==> src/logic/aurts_consts.vh <==
// Register map, field positions, reset values and timing counts of the serial port
`ifndef AURTS_CONSTS_VH
`define AURTS_CONSTS_VH

// Register offsets on the plain register port
`define AURTS_ADDR_W            3
`define AURTS_OFS_RX_CTRL       3'h0
`define AURTS_OFS_TX_DATA       3'h1
`define AURTS_OFS_TX_CTRL       3'h2
`define AURTS_OFS_BAUD_CTRL     3'h3
`define AURTS_OFS_DIV_HIGH      3'h4
`define AURTS_OFS_DIV_LOW       3'h5
`define AURTS_OFS_RX_DATA       3'h6
`define AURTS_OFS_IRQ_CTRL      3'h7

// Receive status and control fields
`define AURTS_RC_PORT_ENABLE    7
`define AURTS_RC_NINE_BIT       6
`define AURTS_RC_SINGLE_RX      5
`define AURTS_RC_CONT_RX        4
`define AURTS_RC_ADDR_DETECT    3
`define AURTS_RC_FRAME_ERR      2
`define AURTS_RC_OVERRUN        1
`define AURTS_RC_NINTH_BIT      0

// Transmit status and control fields
`define AURTS_TC_CLOCK_SRC      7
`define AURTS_TC_NINE_BIT       6
`define AURTS_TC_ENABLE         5
`define AURTS_TC_SYNC_MODE      4
`define AURTS_TC_SEND_BREAK     3
`define AURTS_TC_HIGH_SPEED     2
`define AURTS_TC_SHIFTER_EMPTY  1
`define AURTS_TC_NINTH_BIT      0

// Baud control fields
`define AURTS_BC_RX_IDLE        6
`define AURTS_BC_RX_INVERT      5
`define AURTS_BC_TX_INVERT      4
`define AURTS_BC_WIDE_DIV       3

// Interrupt enable and flag fields
`define AURTS_IC_GLOBAL_EN      7
`define AURTS_IC_PERIPH_EN      6
`define AURTS_IC_RX_EN          5
`define AURTS_IC_TX_EN          4
`define AURTS_IC_RX_READY       1
`define AURTS_IC_TX_EMPTY       0

// Reset values
`define AURTS_RST_CTRL          8'h00
`define AURTS_RST_DIV           8'h00

// Oversampling: ticks per bit run 0..15, votes taken at 7, 8 and 9
`define AURTS_TICK_LAST         4'hf
`define AURTS_VOTE_A            4'h7
`define AURTS_VOTE_B            4'h8
`define AURTS_VOTE_C            4'h9
`define AURTS_LOW_SPEED_LAST    2'h3

`endif

==> src/logic/aurts_top.v <==
// Asynchronous serial port: register file, baud timing, transmitter and receive buffer
`timescale 1ns/1ps
`include "aurts_consts.vh"

// Functional notes
// - Nine-bit transmit mode sends a ninth bit; one marks an address.
// - Setting transmit enable sets the transmit empty flag.
// - Transmit empty with all three enables raises the transmit interrupt one cycle later.
// - Writing the transmit data register starts sending that character.
// - Line sampled at sixteen times bit rate; shifter advances once per bit.
// - Finished characters move at once into a two-entry buffer.
// - Receiver runs only with continuous receive, asynchronous mode and port enabled.
// - Start edge checked at half a bit; if high, silently abandon.
// - Each later bit centre is a full bit on, majority voted, shifted in.
// - Stop position sampled one bit later; zero records a framing error.
// - At the stop bit centre the character is buffered; reading data pops the oldest.
// - While overrun is present no further characters are accepted.
// - Receive polarity bit one inverts the received line.
// - Receive-ready flag shows enabled receiver with unread data; software cannot write it.
// - Receive interrupt only when receive, peripheral and global enables and ready.
// - Each entry keeps its framing error; status shows the oldest, read-only.
// - Framing errors never stop reception; status follows reads, stays if all bad.
// - Port disable resets and clears framing status; receive disable does not.
// - Third character into a full buffer sets overrun; cleared by receive or port disable.
// - Least significant bit first, zero start bit, one stop bit, shared rate.
module aurts_top #(
	parameter DEPTH = 2
) (
	// Clock and reset
	input  wire       clk_sys,
	input  wire       reset_n,
	// Register port
	input  wire [2:0] reg_addr,
	input  wire [7:0] reg_wdata,
	input  wire       reg_wr,
	input  wire       reg_rd,
	output reg  [7:0] reg_rdata,
	// Serial lines
	input  wire       receive_line,
	output reg        transmit_line_out,
	output reg        transmit_line_oe,
	// Interrupt requests
	output reg        tx_irq,
	output reg        rx_irq
);

	reg        rst_meta;
	reg        rst_n;
	// Software-written control
	reg  [7:0] receive_status_control;
	reg  [7:0] transmit_status_control;
	reg  [7:0] baud_control;
	reg  [7:0] baud_divisor_high;
	reg  [7:0] baud_divisor_low;
	reg  [7:0] irq_control;
	// Baud timing
	reg  [15:0] baud_cnt;
	reg  [1:0]  pre_cnt;
	wire        baud_hit;
	wire        tick16;
	wire [15:0] divisor;
	// Transmit path
	reg  [8:0]  transmit_data_buffer;
	reg         tx_hold_full;
	reg  [10:0] tx_frame;
	reg  [3:0]  tx_bits_left;
	reg  [3:0]  tx_tcnt;
	reg         tx_busy;
	wire        tx_run;
	wire        tx_write;
	wire        transmit_empty_flag;
	// Receive path
	reg  [8:0]  fifo_data [0:DEPTH-1];
	reg         fifo_framing_error_status [0:DEPTH-1];
	reg         wr_ptr;
	reg         rd_ptr;
	reg  [1:0]  count;
	reg         overrun_error_status;
	wire        rx_enable;
	wire        rx_done;
	wire [8:0]  rx_data;
	wire        rx_framing_error_status;
	wire        rx_idle;
	wire        push;
	wire        pop;
	wire        receive_ready_flag;
	wire        framing_error_status;
	wire [8:0]  head_data;
	reg  [7:0]  next_rdata;

	wire port_enable               = receive_status_control[`AURTS_RC_PORT_ENABLE];
	wire continuous_receive_enable = receive_status_control[`AURTS_RC_CONT_RX];
	wire sync_mode                 = transmit_status_control[`AURTS_TC_SYNC_MODE];
	wire transmit_enable           = transmit_status_control[`AURTS_TC_ENABLE];
	wire nine_bit_transmit_select  = transmit_status_control[`AURTS_TC_NINE_BIT];
	wire transmit_ninth_bit        = transmit_status_control[`AURTS_TC_NINTH_BIT];
	wire high_speed_baud_select    = transmit_status_control[`AURTS_TC_HIGH_SPEED];
	wire wide_divisor_select       = baud_control[`AURTS_BC_WIDE_DIV];
	wire receive_polarity_invert   = baud_control[`AURTS_BC_RX_INVERT];
	wire transmit_polarity_invert  = baud_control[`AURTS_BC_TX_INVERT];

	// Reset release through two flops; assertion stays asynchronous
	always @(posedge clk_sys or negedge reset_n) begin
		if (!reset_n) begin
			rst_meta <= 1'b0;
			rst_n    <= 1'b0;
		end else begin
			rst_meta <= 1'b1;
			rst_n    <= rst_meta;
		end
	end

	// Register writes; status fields are derived, never stored from the bus
	always @(posedge clk_sys or negedge rst_n) begin
		if (!rst_n) begin
			receive_status_control  <= `AURTS_RST_CTRL;
			transmit_status_control <= `AURTS_RST_CTRL;
			baud_control            <= `AURTS_RST_CTRL;
			baud_divisor_high       <= `AURTS_RST_DIV;
			baud_divisor_low        <= `AURTS_RST_DIV;
			irq_control             <= `AURTS_RST_CTRL;
		end else if (reg_wr) begin
			case (reg_addr)
				`AURTS_OFS_RX_CTRL: receive_status_control <= reg_wdata & 8'hf8;
				`AURTS_OFS_TX_CTRL: transmit_status_control <= reg_wdata & 8'hfd;
				`AURTS_OFS_BAUD_CTRL: baud_control <= reg_wdata & 8'h38;
				`AURTS_OFS_DIV_HIGH: baud_divisor_high <= reg_wdata;
				`AURTS_OFS_DIV_LOW: baud_divisor_low <= reg_wdata;
				`AURTS_OFS_IRQ_CTRL: irq_control <= reg_wdata & 8'hf0;
				default: ;
			endcase
		end
	end

	// Sixteen-times tick: divisor sets the rate, low speed adds a divide by four
	assign divisor  = wide_divisor_select ? {baud_divisor_high, baud_divisor_low}
		: {8'h00, baud_divisor_low};
	assign baud_hit = (baud_cnt == 16'h0000);
	assign tick16   = baud_hit && (high_speed_baud_select
		|| pre_cnt == `AURTS_LOW_SPEED_LAST);

	always @(posedge clk_sys or negedge rst_n) begin
		if (!rst_n) begin
			baud_cnt <= 16'h0000;
			pre_cnt  <= 2'h0;
		end else if (!port_enable) begin
			baud_cnt <= 16'h0000;
			pre_cnt  <= 2'h0;
		end else if (baud_hit) begin
			baud_cnt <= divisor;
			pre_cnt  <= pre_cnt + 2'h1;
		end else begin
			baud_cnt <= baud_cnt - 16'h0001;
		end
	end

	// Transmitter runs only in asynchronous mode with port and transmit enabled
	assign tx_run              = transmit_enable && port_enable && !sync_mode;
	assign tx_write            = reg_wr && reg_addr == `AURTS_OFS_TX_DATA;
	assign transmit_empty_flag = transmit_enable && !tx_hold_full;

	// Holding buffer; the ninth bit is taken from control at the data write
	always @(posedge clk_sys or negedge rst_n) begin
		if (!rst_n) begin
			transmit_data_buffer <= 9'h000;
			tx_hold_full         <= 1'b0;
		end else if (!port_enable) begin
			tx_hold_full <= 1'b0;
		end else if (tx_write) begin
			transmit_data_buffer <= {transmit_ninth_bit, reg_wdata};
			tx_hold_full         <= 1'b1;
		end else if (tx_run && !tx_busy) begin
			tx_hold_full <= 1'b0;
		end
	end

	// Shifter: start zero, data low bit first, optional ninth bit, stop one
	always @(posedge clk_sys or negedge rst_n) begin
		if (!rst_n) begin
			tx_frame     <= 11'h7ff;
			tx_bits_left <= 4'h0;
			tx_tcnt      <= 4'h0;
			tx_busy      <= 1'b0;
		end else if (!tx_run) begin
			tx_busy  <= 1'b0;
			tx_frame <= 11'h7ff;
		end else if (!tx_busy) begin
			if (tx_hold_full) begin
				tx_busy      <= 1'b1;
				tx_tcnt      <= 4'h0;
				tx_frame     <= nine_bit_transmit_select
					? {1'b1, transmit_data_buffer, 1'b0}
					: {2'b11, transmit_data_buffer[7:0], 1'b0};
				tx_bits_left <= nine_bit_transmit_select ? 4'ha : 4'h9;
			end
		end else if (tick16) begin
			tx_tcnt <= tx_tcnt + 4'h1;
			if (tx_tcnt == `AURTS_TICK_LAST) begin
				tx_frame     <= {1'b1, tx_frame[10:1]};
				tx_bits_left <= tx_bits_left - 4'h1;
				if (tx_bits_left == 4'h0) begin
					tx_busy <= 1'b0;
				end
			end
		end
	end

	// Line drive; idle is mark, inverted on request
	always @(posedge clk_sys or negedge rst_n) begin
		if (!rst_n) begin
			transmit_line_out <= 1'b1;
			transmit_line_oe  <= 1'b0;
		end else begin
			transmit_line_out <= (tx_busy ? tx_frame[0] : 1'b1) ^ transmit_polarity_invert;
			transmit_line_oe  <= port_enable;
		end
	end

	// Receiver only in asynchronous mode with both enables set
	assign rx_enable = continuous_receive_enable && !sync_mode && port_enable;

	aurts_rx_recovery u_recovery (
		.clk_sys   (clk_sys),
		.rst_n     (rst_n),
		.enable    (rx_enable),
		.tick16    (tick16),
		.nine_bit  (receive_status_control[`AURTS_RC_NINE_BIT]),
		.line_in   (receive_line ^ receive_polarity_invert),
		.done      (rx_done),
		.done_data (rx_data),
		.done_framing_error_status (rx_framing_error_status),
		.idle      (rx_idle)
	);

	// Buffer control; overrun blocks pushes until cleared
	assign push = rx_done && (count != DEPTH[1:0] || pop) && !overrun_error_status;
	assign pop  = reg_rd && reg_addr == `AURTS_OFS_RX_DATA && count != 2'h0;
	assign head_data            = fifo_data[rd_ptr];
	assign framing_error_status = (count != 2'h0) && fifo_framing_error_status[rd_ptr];
	assign receive_ready_flag   = rx_enable && count != 2'h0;

	// Entries carry their own framing bit, so status moves with each read
	genvar gi;
	generate
		for (gi = 0; gi < DEPTH; gi = gi + 1) begin : g_entry
			always @(posedge clk_sys or negedge rst_n) begin
				if (!rst_n) begin
					fifo_data[gi] <= 9'h000;
					fifo_framing_error_status[gi] <= 1'b0;
				end else if (push && wr_ptr == gi) begin
					fifo_data[gi] <= rx_data;
					fifo_framing_error_status[gi] <= rx_framing_error_status;
				end
			end
		end
	endgenerate

	// Pointers and fill level; port disable empties the buffer
	always @(posedge clk_sys or negedge rst_n) begin
		if (!rst_n) begin
			wr_ptr <= 1'b0;
			rd_ptr <= 1'b0;
			count  <= 2'h0;
		end else if (!port_enable) begin
			wr_ptr <= 1'b0;
			rd_ptr <= 1'b0;
			count  <= 2'h0;
		end else begin
			if (push) wr_ptr <= !wr_ptr;
			if (pop) rd_ptr <= !rd_ptr;
			if (push && !pop) count <= count + 2'h1;
			else if (pop && !push) count <= count - 2'h1;
		end
	end

	// Overrun: a complete character meeting a full buffer; set wins over clear
	always @(posedge clk_sys or negedge rst_n) begin
		if (!rst_n) begin
			overrun_error_status <= 1'b0;
		end else if (rx_done && count == DEPTH[1:0] && !pop && rx_enable) begin
			overrun_error_status <= 1'b1;
		end else if (!continuous_receive_enable || !port_enable) begin
			overrun_error_status <= 1'b0;
		end
	end

	// Requests follow flags and enables; framing errors alone raise nothing
	always @(posedge clk_sys or negedge rst_n) begin
		if (!rst_n) begin
			tx_irq <= 1'b0;
			rx_irq <= 1'b0;
		end else begin
			tx_irq <= transmit_empty_flag && irq_control[`AURTS_IC_TX_EN]
				&& irq_control[`AURTS_IC_PERIPH_EN] && irq_control[`AURTS_IC_GLOBAL_EN];
			rx_irq <= receive_ready_flag && irq_control[`AURTS_IC_RX_EN]
				&& irq_control[`AURTS_IC_PERIPH_EN]
				&& irq_control[`AURTS_IC_GLOBAL_EN];
		end
	end

	// Read mux; data register returns the oldest character, unmapped reads zero
	always @* begin
		next_rdata = 8'h00;
		case (reg_addr)
			`AURTS_OFS_RX_CTRL: begin
				next_rdata = receive_status_control;
				next_rdata[`AURTS_RC_FRAME_ERR] = framing_error_status;
				next_rdata[`AURTS_RC_OVERRUN]   = overrun_error_status;
				next_rdata[`AURTS_RC_NINTH_BIT] = (count != 2'h0) && head_data[8];
			end
			`AURTS_OFS_TX_CTRL: begin
				next_rdata = transmit_status_control;
				next_rdata[`AURTS_TC_SHIFTER_EMPTY] = !tx_busy;
			end
			`AURTS_OFS_BAUD_CTRL: begin
				next_rdata = baud_control;
				next_rdata[`AURTS_BC_RX_IDLE] = rx_idle;
			end
			`AURTS_OFS_DIV_HIGH: next_rdata = baud_divisor_high;
			`AURTS_OFS_DIV_LOW: next_rdata = baud_divisor_low;
			`AURTS_OFS_RX_DATA: next_rdata = (count != 2'h0) ? head_data[7:0] : 8'h00;
			`AURTS_OFS_IRQ_CTRL: begin
				next_rdata = irq_control;
				next_rdata[`AURTS_IC_RX_READY] = receive_ready_flag;
				next_rdata[`AURTS_IC_TX_EMPTY] = transmit_empty_flag;
			end
			default: next_rdata = 8'h00;
		endcase
	end

	// Read data stands for the single cycle after the strobe
	always @(posedge clk_sys or negedge rst_n) begin
		if (!rst_n) begin
			reg_rdata <= 8'h00;
		end else if (reg_rd) begin
			reg_rdata <= next_rdata;
		end else begin
			reg_rdata <= 8'h00;
		end
	end

endmodule

==> src/logic/aurts_rx_recovery.v <==
// Receive data recovery: start check, majority voting and character assembly
`timescale 1ns/1ps
`include "aurts_consts.vh"

module aurts_rx_recovery (
	// Clock and reset
	input  wire       clk_sys,
	input  wire       rst_n,
	// Control
	input  wire       enable,
	input  wire       tick16,
	input  wire       nine_bit,
	input  wire       line_in,
	// Finished character
	output reg        done,
	output reg  [8:0] done_data,
	output reg        done_framing_error_status,
	output wire       idle
);

	localparam S_IDLE  = 4'b0001;
	localparam S_START = 4'b0010;
	localparam S_DATA  = 4'b0100;
	localparam S_STOP  = 4'b1000;

	reg  [3:0] state;
	reg  [3:0] tcnt;
	reg  [3:0] nbits;
	reg  [8:0] receive_shifter;
	reg        line_q;
	reg        vote_a;
	reg        vote_b;
	wire       vote;
	wire [3:0] last_bit;

	// Two of three samples around the bit centre decide the bit
	assign vote     = (vote_a & vote_b) | (vote_a & line_in) | (vote_b & line_in);
	assign last_bit = nine_bit ? 4'h9 : 4'h8;
	assign idle     = (state == S_IDLE);

	// Previous oversample of the line, for falling edge detection
	always @(posedge clk_sys or negedge rst_n) begin
		if (!rst_n) begin
			line_q <= 1'b1;
		end else if (tick16) begin
			line_q <= line_in;
		end
	end

	// Bit timing and shifting, all paced by the sixteen-times tick
	always @(posedge clk_sys or negedge rst_n) begin
		if (!rst_n) begin
			state           <= S_IDLE;
			tcnt            <= 4'h0;
			nbits           <= 4'h0;
			receive_shifter <= 9'h000;
			vote_a          <= 1'b1;
			vote_b          <= 1'b1;
			done            <= 1'b0;
			done_data       <= 9'h000;
			done_framing_error_status       <= 1'b0;
		end else begin
			done <= 1'b0;
			if (!enable) begin
				state <= S_IDLE;
				tcnt  <= 4'h0;
			end else if (tick16) begin
				tcnt <= tcnt + 4'h1;
				if (tcnt == `AURTS_VOTE_A) vote_a <= line_in;
				if (tcnt == `AURTS_VOTE_B) vote_b <= line_in;
				case (state)
					S_IDLE: begin
						tcnt <= 4'h1;
						if (line_q && !line_in) begin
							state <= S_START;
						end
					end
					S_START: begin
						// A start that is high at its centre was a glitch
						if (tcnt == `AURTS_VOTE_C && vote) begin
							state <= S_IDLE;
						end else if (tcnt == `AURTS_TICK_LAST) begin
							state <= S_DATA;
							nbits <= 4'h0;
						end
					end
					S_DATA: begin
						// Least significant bit arrives first, so shift right
						if (tcnt == `AURTS_VOTE_C) begin
							receive_shifter <= {vote, receive_shifter[8:1]};
							nbits           <= nbits + 4'h1;
						end else if (tcnt == `AURTS_TICK_LAST && nbits == last_bit) begin
							state <= S_STOP;
						end
					end
					S_STOP: begin
						// Handed over at the stop centre, not at its end
						if (tcnt == `AURTS_VOTE_C) begin
							done      <= 1'b1;
							done_framing_error_status <= !vote;
							done_data <= nine_bit ? receive_shifter
								: {1'b0, receive_shifter[8:1]};
							state     <= S_IDLE;
						end
					end
					default: begin
						state <= S_IDLE;
					end
				endcase
			end
		end
	end

endmodule

==> config.mk <==
export PLATFORM = sky130hd
export DESIGN_NAME = aurts_top
export DESIGN_NICKNAME = d
export VERILOG_FILES = /design/src/logic/aurts_top.v /design/src/logic/aurts_rx_recovery.v
export VERILOG_INCLUDE_DIRS = /design/src /design/src/logic
export SDC_FILE = /design/constraint.sdc
export NUM_CORES = 1
export LEC_CHECK = 0
export BUFFER_PORTS_ARGS = -buffer_cell sky130_fd_sc_hd__buf_2
export CAP_MARGIN = 20
export CORE_MARGIN = 3
export CORE_UTILIZATION = 62
export CTS_CLUSTER_DIAMETER = 100
export DETAILED_ROUTE_END_ITERATION = 16
export PLACE_DENSITY = 0.8
export SLEW_MARGIN = 20
export SYNTH_ARGS = -nofsm -noshare
export SYNTH_HDL_FRONTEND = slang
export SYNTH_SLANG_ARGS = --single-unit
==> constraint.sdc <==
create_clock -name clk_sys -period 6.56 [get_ports clk_sys]
set_clock_uncertainty 0.1 [all_clocks]
set_input_delay 1.312 -clock clk_sys [delete_from_list [all_inputs] [get_ports clk_sys]]
set_output_delay 1.312 -clock clk_sys [all_outputs]
set_load 0.03 [all_outputs]
# After elaboration in Yosys (flattened, before gate mapping)
# Cells that the tools add are included.
dict set report op_classes {
  order_cmp 1
  eq_ne 39
  n_addsub 8
  mux 69
  bitwise_logic 9
  reduce_logical 69
}
# operator count
set ops {}
lappend ops {{4-bit two-way mux} 21}
lappend ops {{8-bit one-hot mux with 7 select lines} 1}
lappend ops {{11-bit two-way mux} 5}
lappend ops {{16-bit two-way mux} 3}
lappend ops {{9-bit two-way mux} 4}
lappend ops {{1-bit logical AND} 31}
lappend ops {{1-bit two-way mux} 24}
lappend ops {{4-bit equality test (second input constant)} 5}
lappend ops {{16-bit logical NOT} 1}
lappend ops {{8-bit two-way mux} 2}
lappend ops {{4-bit one-hot mux with 4 select lines} 1}
lappend ops {{16-bit by 1-bit subtractor with 16-bit output (second input constant)} 1}
lappend ops {{2-bit AND reduction} 7}
lappend ops {{4-bit by 1-bit adder with 4-bit output (second input constant)} 3}
lappend ops {{3-bit equality test (second input constant)} 4}
lappend ops {{1-bit logical NOT} 12}
lappend ops {{2-bit two-way mux} 6}
lappend ops {{2-bit by 1-bit inequality test with 1-bit output (second input constant)} 6}
lappend ops {{3-bit by 2-bit inequality test with 1-bit output (second input constant)} 4}
lappend ops {{3-bit AND reduction} 4}
lappend ops {{4-bit AND reduction} 3}
lappend ops {{6-bit AND reduction} 2}
lappend ops {{10-bit two-way mux} 1}
lappend ops {{3-bit inequality test (second input constant)} 3}
lappend ops {{24 further kinds} 41}
dict set report word_totals {
  inputBits 16
  word_cells 234
  out_inout_bits 12
  ff_bits 157
}

# Logic depth before layout (Yosys ltp)
dict set report logic_depth {
  depth_word 11
  mapped_depth 8
  mapped_depth_nobuf 7
}

# By module
# From an unflattened synthesis, not the netlist that was laid out.
dict set report unflattened {
  cells_unflattened 661
  area_unflattened_um2 7617.3
}
# module seq_area_each_um2 n_inst cells_per_inst area_per_inst_um2
set modules_own_cells {}
lappend modules_own_cells {aurts_top 3041.7 1 498 5860.6}
lappend modules_own_cells {aurts_rx_recovery 880.8 1 163 1756.7}

# Least setup slack after synthesis
# Ideal clock, no wire load.
dict set report synth_path {
  kind {input -> register}
  startpoint {input port reg_addr[1]}
  endpoint {register fifo_data[10] in the netlist's numbering}
  setup_slack_ps 3500
  path_stages 6
  t_arrival_ps 2835
  setup_ps 125
  n_path_buf 2
  t_required_ps 6335
  path_cell_list {clkbuf_1 -> nand4b_1 -> a31oi_1 -> nor2b_1 -> buf_1 -> mux2_2}
}
dict set report synth_between {
  elab_chain_cells 7
}
# element line
set synth_rtl {}
lappend synth_rtl {{start: declaration} aurts_top.v:33} ;# input wire [2:0] reg_addr,
lappend synth_rtl {{3-bit equality test} n/a}
lappend synth_rtl {{1-bit logical AND (no line)} n/a}
lappend synth_rtl {{1-bit logical AND} aurts_top.v:237} ;# assign pop = reg_rd && reg_addr == `AURTS_OFS_RX_DATA && count != 2'h0;
lappend synth_rtl {{1-bit logical OR} aurts_top.v:236} ;# assign push = rx_done && (count != DEPTH[1:0] || pop) && !overrun_error_status;
lappend synth_rtl {{1-bit logical AND (2 in series)} aurts_top.v:236}
lappend synth_rtl {{1-bit logical AND} aurts_top.v:250} ;# end else if (push && wr_ptr == gi) begin
lappend synth_rtl {{end signal: indexed assignment} aurts_top.v:251} ;# fifo_data[gi] <= rx_data;
lappend synth_rtl {{end: declaration} aurts_top.v:73} ;# reg [8:0] fifo_data [0:DEPTH-1];
# Every way passes these cells.
# A chain may end at the register's enable or synchronous reset.

# Worst setup path in the final report
dict set report layout_path {
  startpoint {input port reg_addr[1]}
  endpoint {register fifo_data[13] in the netlist's numbering}
}
# The elaborated chain is that of the path after synthesis.

==> results.yml <==
run_status:
  outcome: "complete, no violations"
setup_path:
  worstPathRequired_ps: 6770
  rrSetupSlack_ps: 3470
  timing.rr.end: "u_recovery.receive_shifter[3]$_DFFE_PN0P_"
  start_kind: "input port"
  critPathCaptureType: "flip-flop"
  worstSetupPathType: "in -> reg"
  worstPathCellList: "buf_2, nand4b_1, a31oi_1, nor2b_1, mux2_2"
  path_max_fanout: 26
  crit_arrival_ps: 3420
  cpMaxStageDelayCell: "nor2b_1"
  r2r.worst_path.cells: 5
  max_stage_delay_ps: 800
  r2r-start: "receive_status_control[7]$_DFFE_PN0P_"
floorplan:
  initial_core_util_pct: 63.9
  core_mm2: 0.0121
  row_count: 40
  dieArea_mm2: 0.0139
  fp.dieH_um: 118
  boundaryPins: 28
  dieWidth_um: 118
synth:
  synth_nets: 715
  yosysUniqueCellTypes: 76
  synthesis.area_mm2: 0.00774
  synthArstFlopShare_pct: 100
  synthTopCellsByArea: "dfrtp_1, mux2_2, dfstp_2, nand2_1, mux2i_1"
  synth_edf_count: 0
  syn_inst: 690
  synth_warnings: 0
  synth.avg_cell_area_um2: 11.2
  synth_seq_cells: 156
  synthTopCellsByCount: "dfrtp_1, mux2_2, nand2_1"
  yosys.area.top_type: "dfrtp_1"
  synth-seq-area-share_pct: 50.6
  yosysMostFrequentCell: "dfrtp_1"
  yosysTopAreaCellShare_pct: 45.6
  ys.flop_type: "dfrtp_1"
sta:
  setup_viol: 0
  min_period_over_period_pct: 48.9
  fin_crit_ps: 3210
  worst_pin_slew_ps: 1010
  fin_hold_ws_ps: 249
  slew_viol_final: 0
  setup_tns_ps: 0
  hold_violations: 0
  worst_slack_ps: 3350
  clock.fmax_mhz: 312
  relSlewSlack_pct: 32.4
  rsz0062_at_grt: "no"
drt:
  first_iter_violations: 743
  drt_wl_total_um: 18100
  antenna_left: 0
  vias: 5766
  firstDrtPassIters: 6
  viasPerCell: 6.48
  detail_route.wl_per_cell_um: 20.4
  route.detailed.drc: 0
global_route:
  gr-total-overflow: 0
  grt_usage_pct: 27.6
  grt_start_max_net_pins: 65
  grt_antenna_before_repair: 0
  grt_pass1_vias: 5833
  grt_pass1_wl_um: 30400
flow_run:
  drv_cap: 0
place:
  gp_congestion: 0.879
  dp.cells: 858
  post-dp-hpwl_um: 12600
  pre_cts_slack_ps: 2960
  port_buffers: 27
  post_dp_cell_area_mm2: 0.00799
worst_hold_path:
  hold_path.class: "reg -> reg"
  hold_depth: 0
  hold_start: "rst_meta$_DFF_PN0_"
  whs_endpoint: "rst_n$_DFF_PN0_"
power:
  pwr-share-comb_pct: 23.6
  ir_drop_uv: 168
  power.leakage_nw: 3.85
  power.total_mw: 3.00
  power_switching_uw: 952
  pwr-share-clk_pct: 34.7
  power_density_mw_per_mm2: 348
  p_int_mw: 2.05
  power_frac_seq_pct: 41.7
  p_sw_share_pct: 31.7
final_layout:
  n_fill_cell: 875
  multi_input_area_mm2: 0.00366
  design_area_mm2: 0.00862
  fin_cells: 890
  final_util_pct: 71.2
  drive_above_1_share_pct: 24.9
  fin_nets: 734
  syn2layout_area_growth_pct: 11.3
  regArea_mm2: 0.00393
  diodes: 0
clock_network:
  cts_root_buf: "clkbuf_16"
  cts_hold_buf: 0
  post-cts-setup-buffers: 0
  cts.clk_slew.worst_paths_ps: 60
  clk_latency_ps: 420
  cts.sinks: 156
  cts_made_buffers: 17
  htree_levels: 4
  tritoncts: "done"
  postCtsResizedCells: 0
  cts_buffer_depth: 2
area by class of cell:
class	instances	share of cell area [%]
well taps	168	2.44
repair buffers	30	1.83
clock buffers	21	5.34
multi-input cells	495	42.5
inverters	9	0.392
clock inverters	11	1.96
flip-flops and latches	156	45.5
sequential cells by signal (all words and copies together) (netlist names), 3 cells and up:
signal and count:
tx_tcnt 4, receive_status_control 5, irq_control 4, baud_divisor_low 8, u_recovery.done_data 9, tx_bits_left 4
baud_cnt 16, u_recovery.state 4, tx_frame 10, reg_rdata 8, u_recovery.nbits 4, u_recovery.receive_shifter 9
baud_control 3, transmit_data_buffer 9, transmit_status_control 7, baud_divisor_high 8, u_recovery.tcnt 4, fifo_data 18
per-layer routing:
layer / share of wire (%) / GRT usage, % / up-vias
met4: 2.9 / 10.8 / 0
met1: 42 / 36.6 / 2890
li1: - / - / 2584
met5: 0 / 0 / -
met3: 5.1 / 4.57 / 49
met2: 50 / 45.9 / 243
placed cells by master (no fill, tap or decap), drive strengths merged, types with 4 or more instances in the layout:
cell type | synthesis | routed
dfrtp | 141 | 141
and2 | 13 | 13
nor2 | 27 | 27
and3 | 5 | 5
a22oi | 9 | 9
nand2 | 62 | 62
inv | 8 | 8
nand4 | 4 | 4
dfstp | 15 | 15
nor4 | 6 | 6
o21ai | 38 | 38
xnor2 | 12 | 12
a21oi | 31 | 31
bufinv | 0 | 4
mux2 | 86 | 86
clkinv | 1 | 4
a211oi | 4 | 4
nand2b | 6 | 6
nor3 | 17 | 17
nor3b | 6 | 6
ha | 9 | 9
o211a | 9 | 9
clkbuf | 24 | 21
nor2b | 15 | 15
buf | 6 | 30
nand4b | 4 | 4
o31ai | 6 | 6
mux2i | 20 | 20
xor2 | 6 | 6
or4 | 4 | 4
clkinvlp | 0 | 4
a31oi | 6 | 6
nor4b | 6 | 6
a2111oi | 8 | 8
nand3 | 24 | 24
and4b | 4 | 4
worst max-delay path by stage:
stage                    start                         to  slack, ps  depth (start not counted)
6_report           reg_addr[1]  fifo_data[13]$_DFFE_PN0P_       3350                          5
5_1_grt            reg_addr[1]  fifo_data[15]$_DFFE_PN0P_       3180                          5
4_1_cts            reg_addr[0]  fifo_data[13]$_DFFE_PN0P_       3360                          5
3_5_place_dp       reg_addr[0]  fifo_data[13]$_DFFE_PN0P_       2960                          5
3_3_place_gp       reg_addr[1]  fifo_data[13]$_DFFE_PN0P_       3020                          5
2_1_floorplan  rst_n$_DFF_PN0_      baud_cnt[0]$_DFF_PN0_       1820                          0
worst max-delay path: cells and delay by family:
family                 cells  cell delay [ps]
and+or+nand+nor            2              980
muxes                      1              430
buffers and inverters      1              370
AOI/OAI and AO/OA          1              320
power groups by stage:
stage	Combinational [mW]	Clock, mW	Sequential [mW]
2_1_floorplan	0.547	0	1.22
3_3_place_gp	0.658	0	1.25
3_5_place_dp	0.689	0	1.26
4_1_cts	0.701	1.05	1.25
5_1_grt	0.782	1.10	1.27
6_report	0.707	1.04	1.25
logic make-up (layout without fill, tap and decap cells):
logic type / Yosys count / in the layout / synth area share, %
multiplexers: 106 / 106 / 15.5
adder cells (fa/ha/maj): 10 / 10 / 1.58
AO/OA/AOI/OAI: 142 / 142 / 12.3
other: 1 / 1 / 0.0484
flip-flops: 156 / 156 / 50.6
AND/OR/NAND/NOR: 218 / 218 / 15.8
buffers and inverters: 39 / 71 / 2.10
XOR/XNOR: 18 / 18 / 2.04
Power figures use the tool's default switching activity.
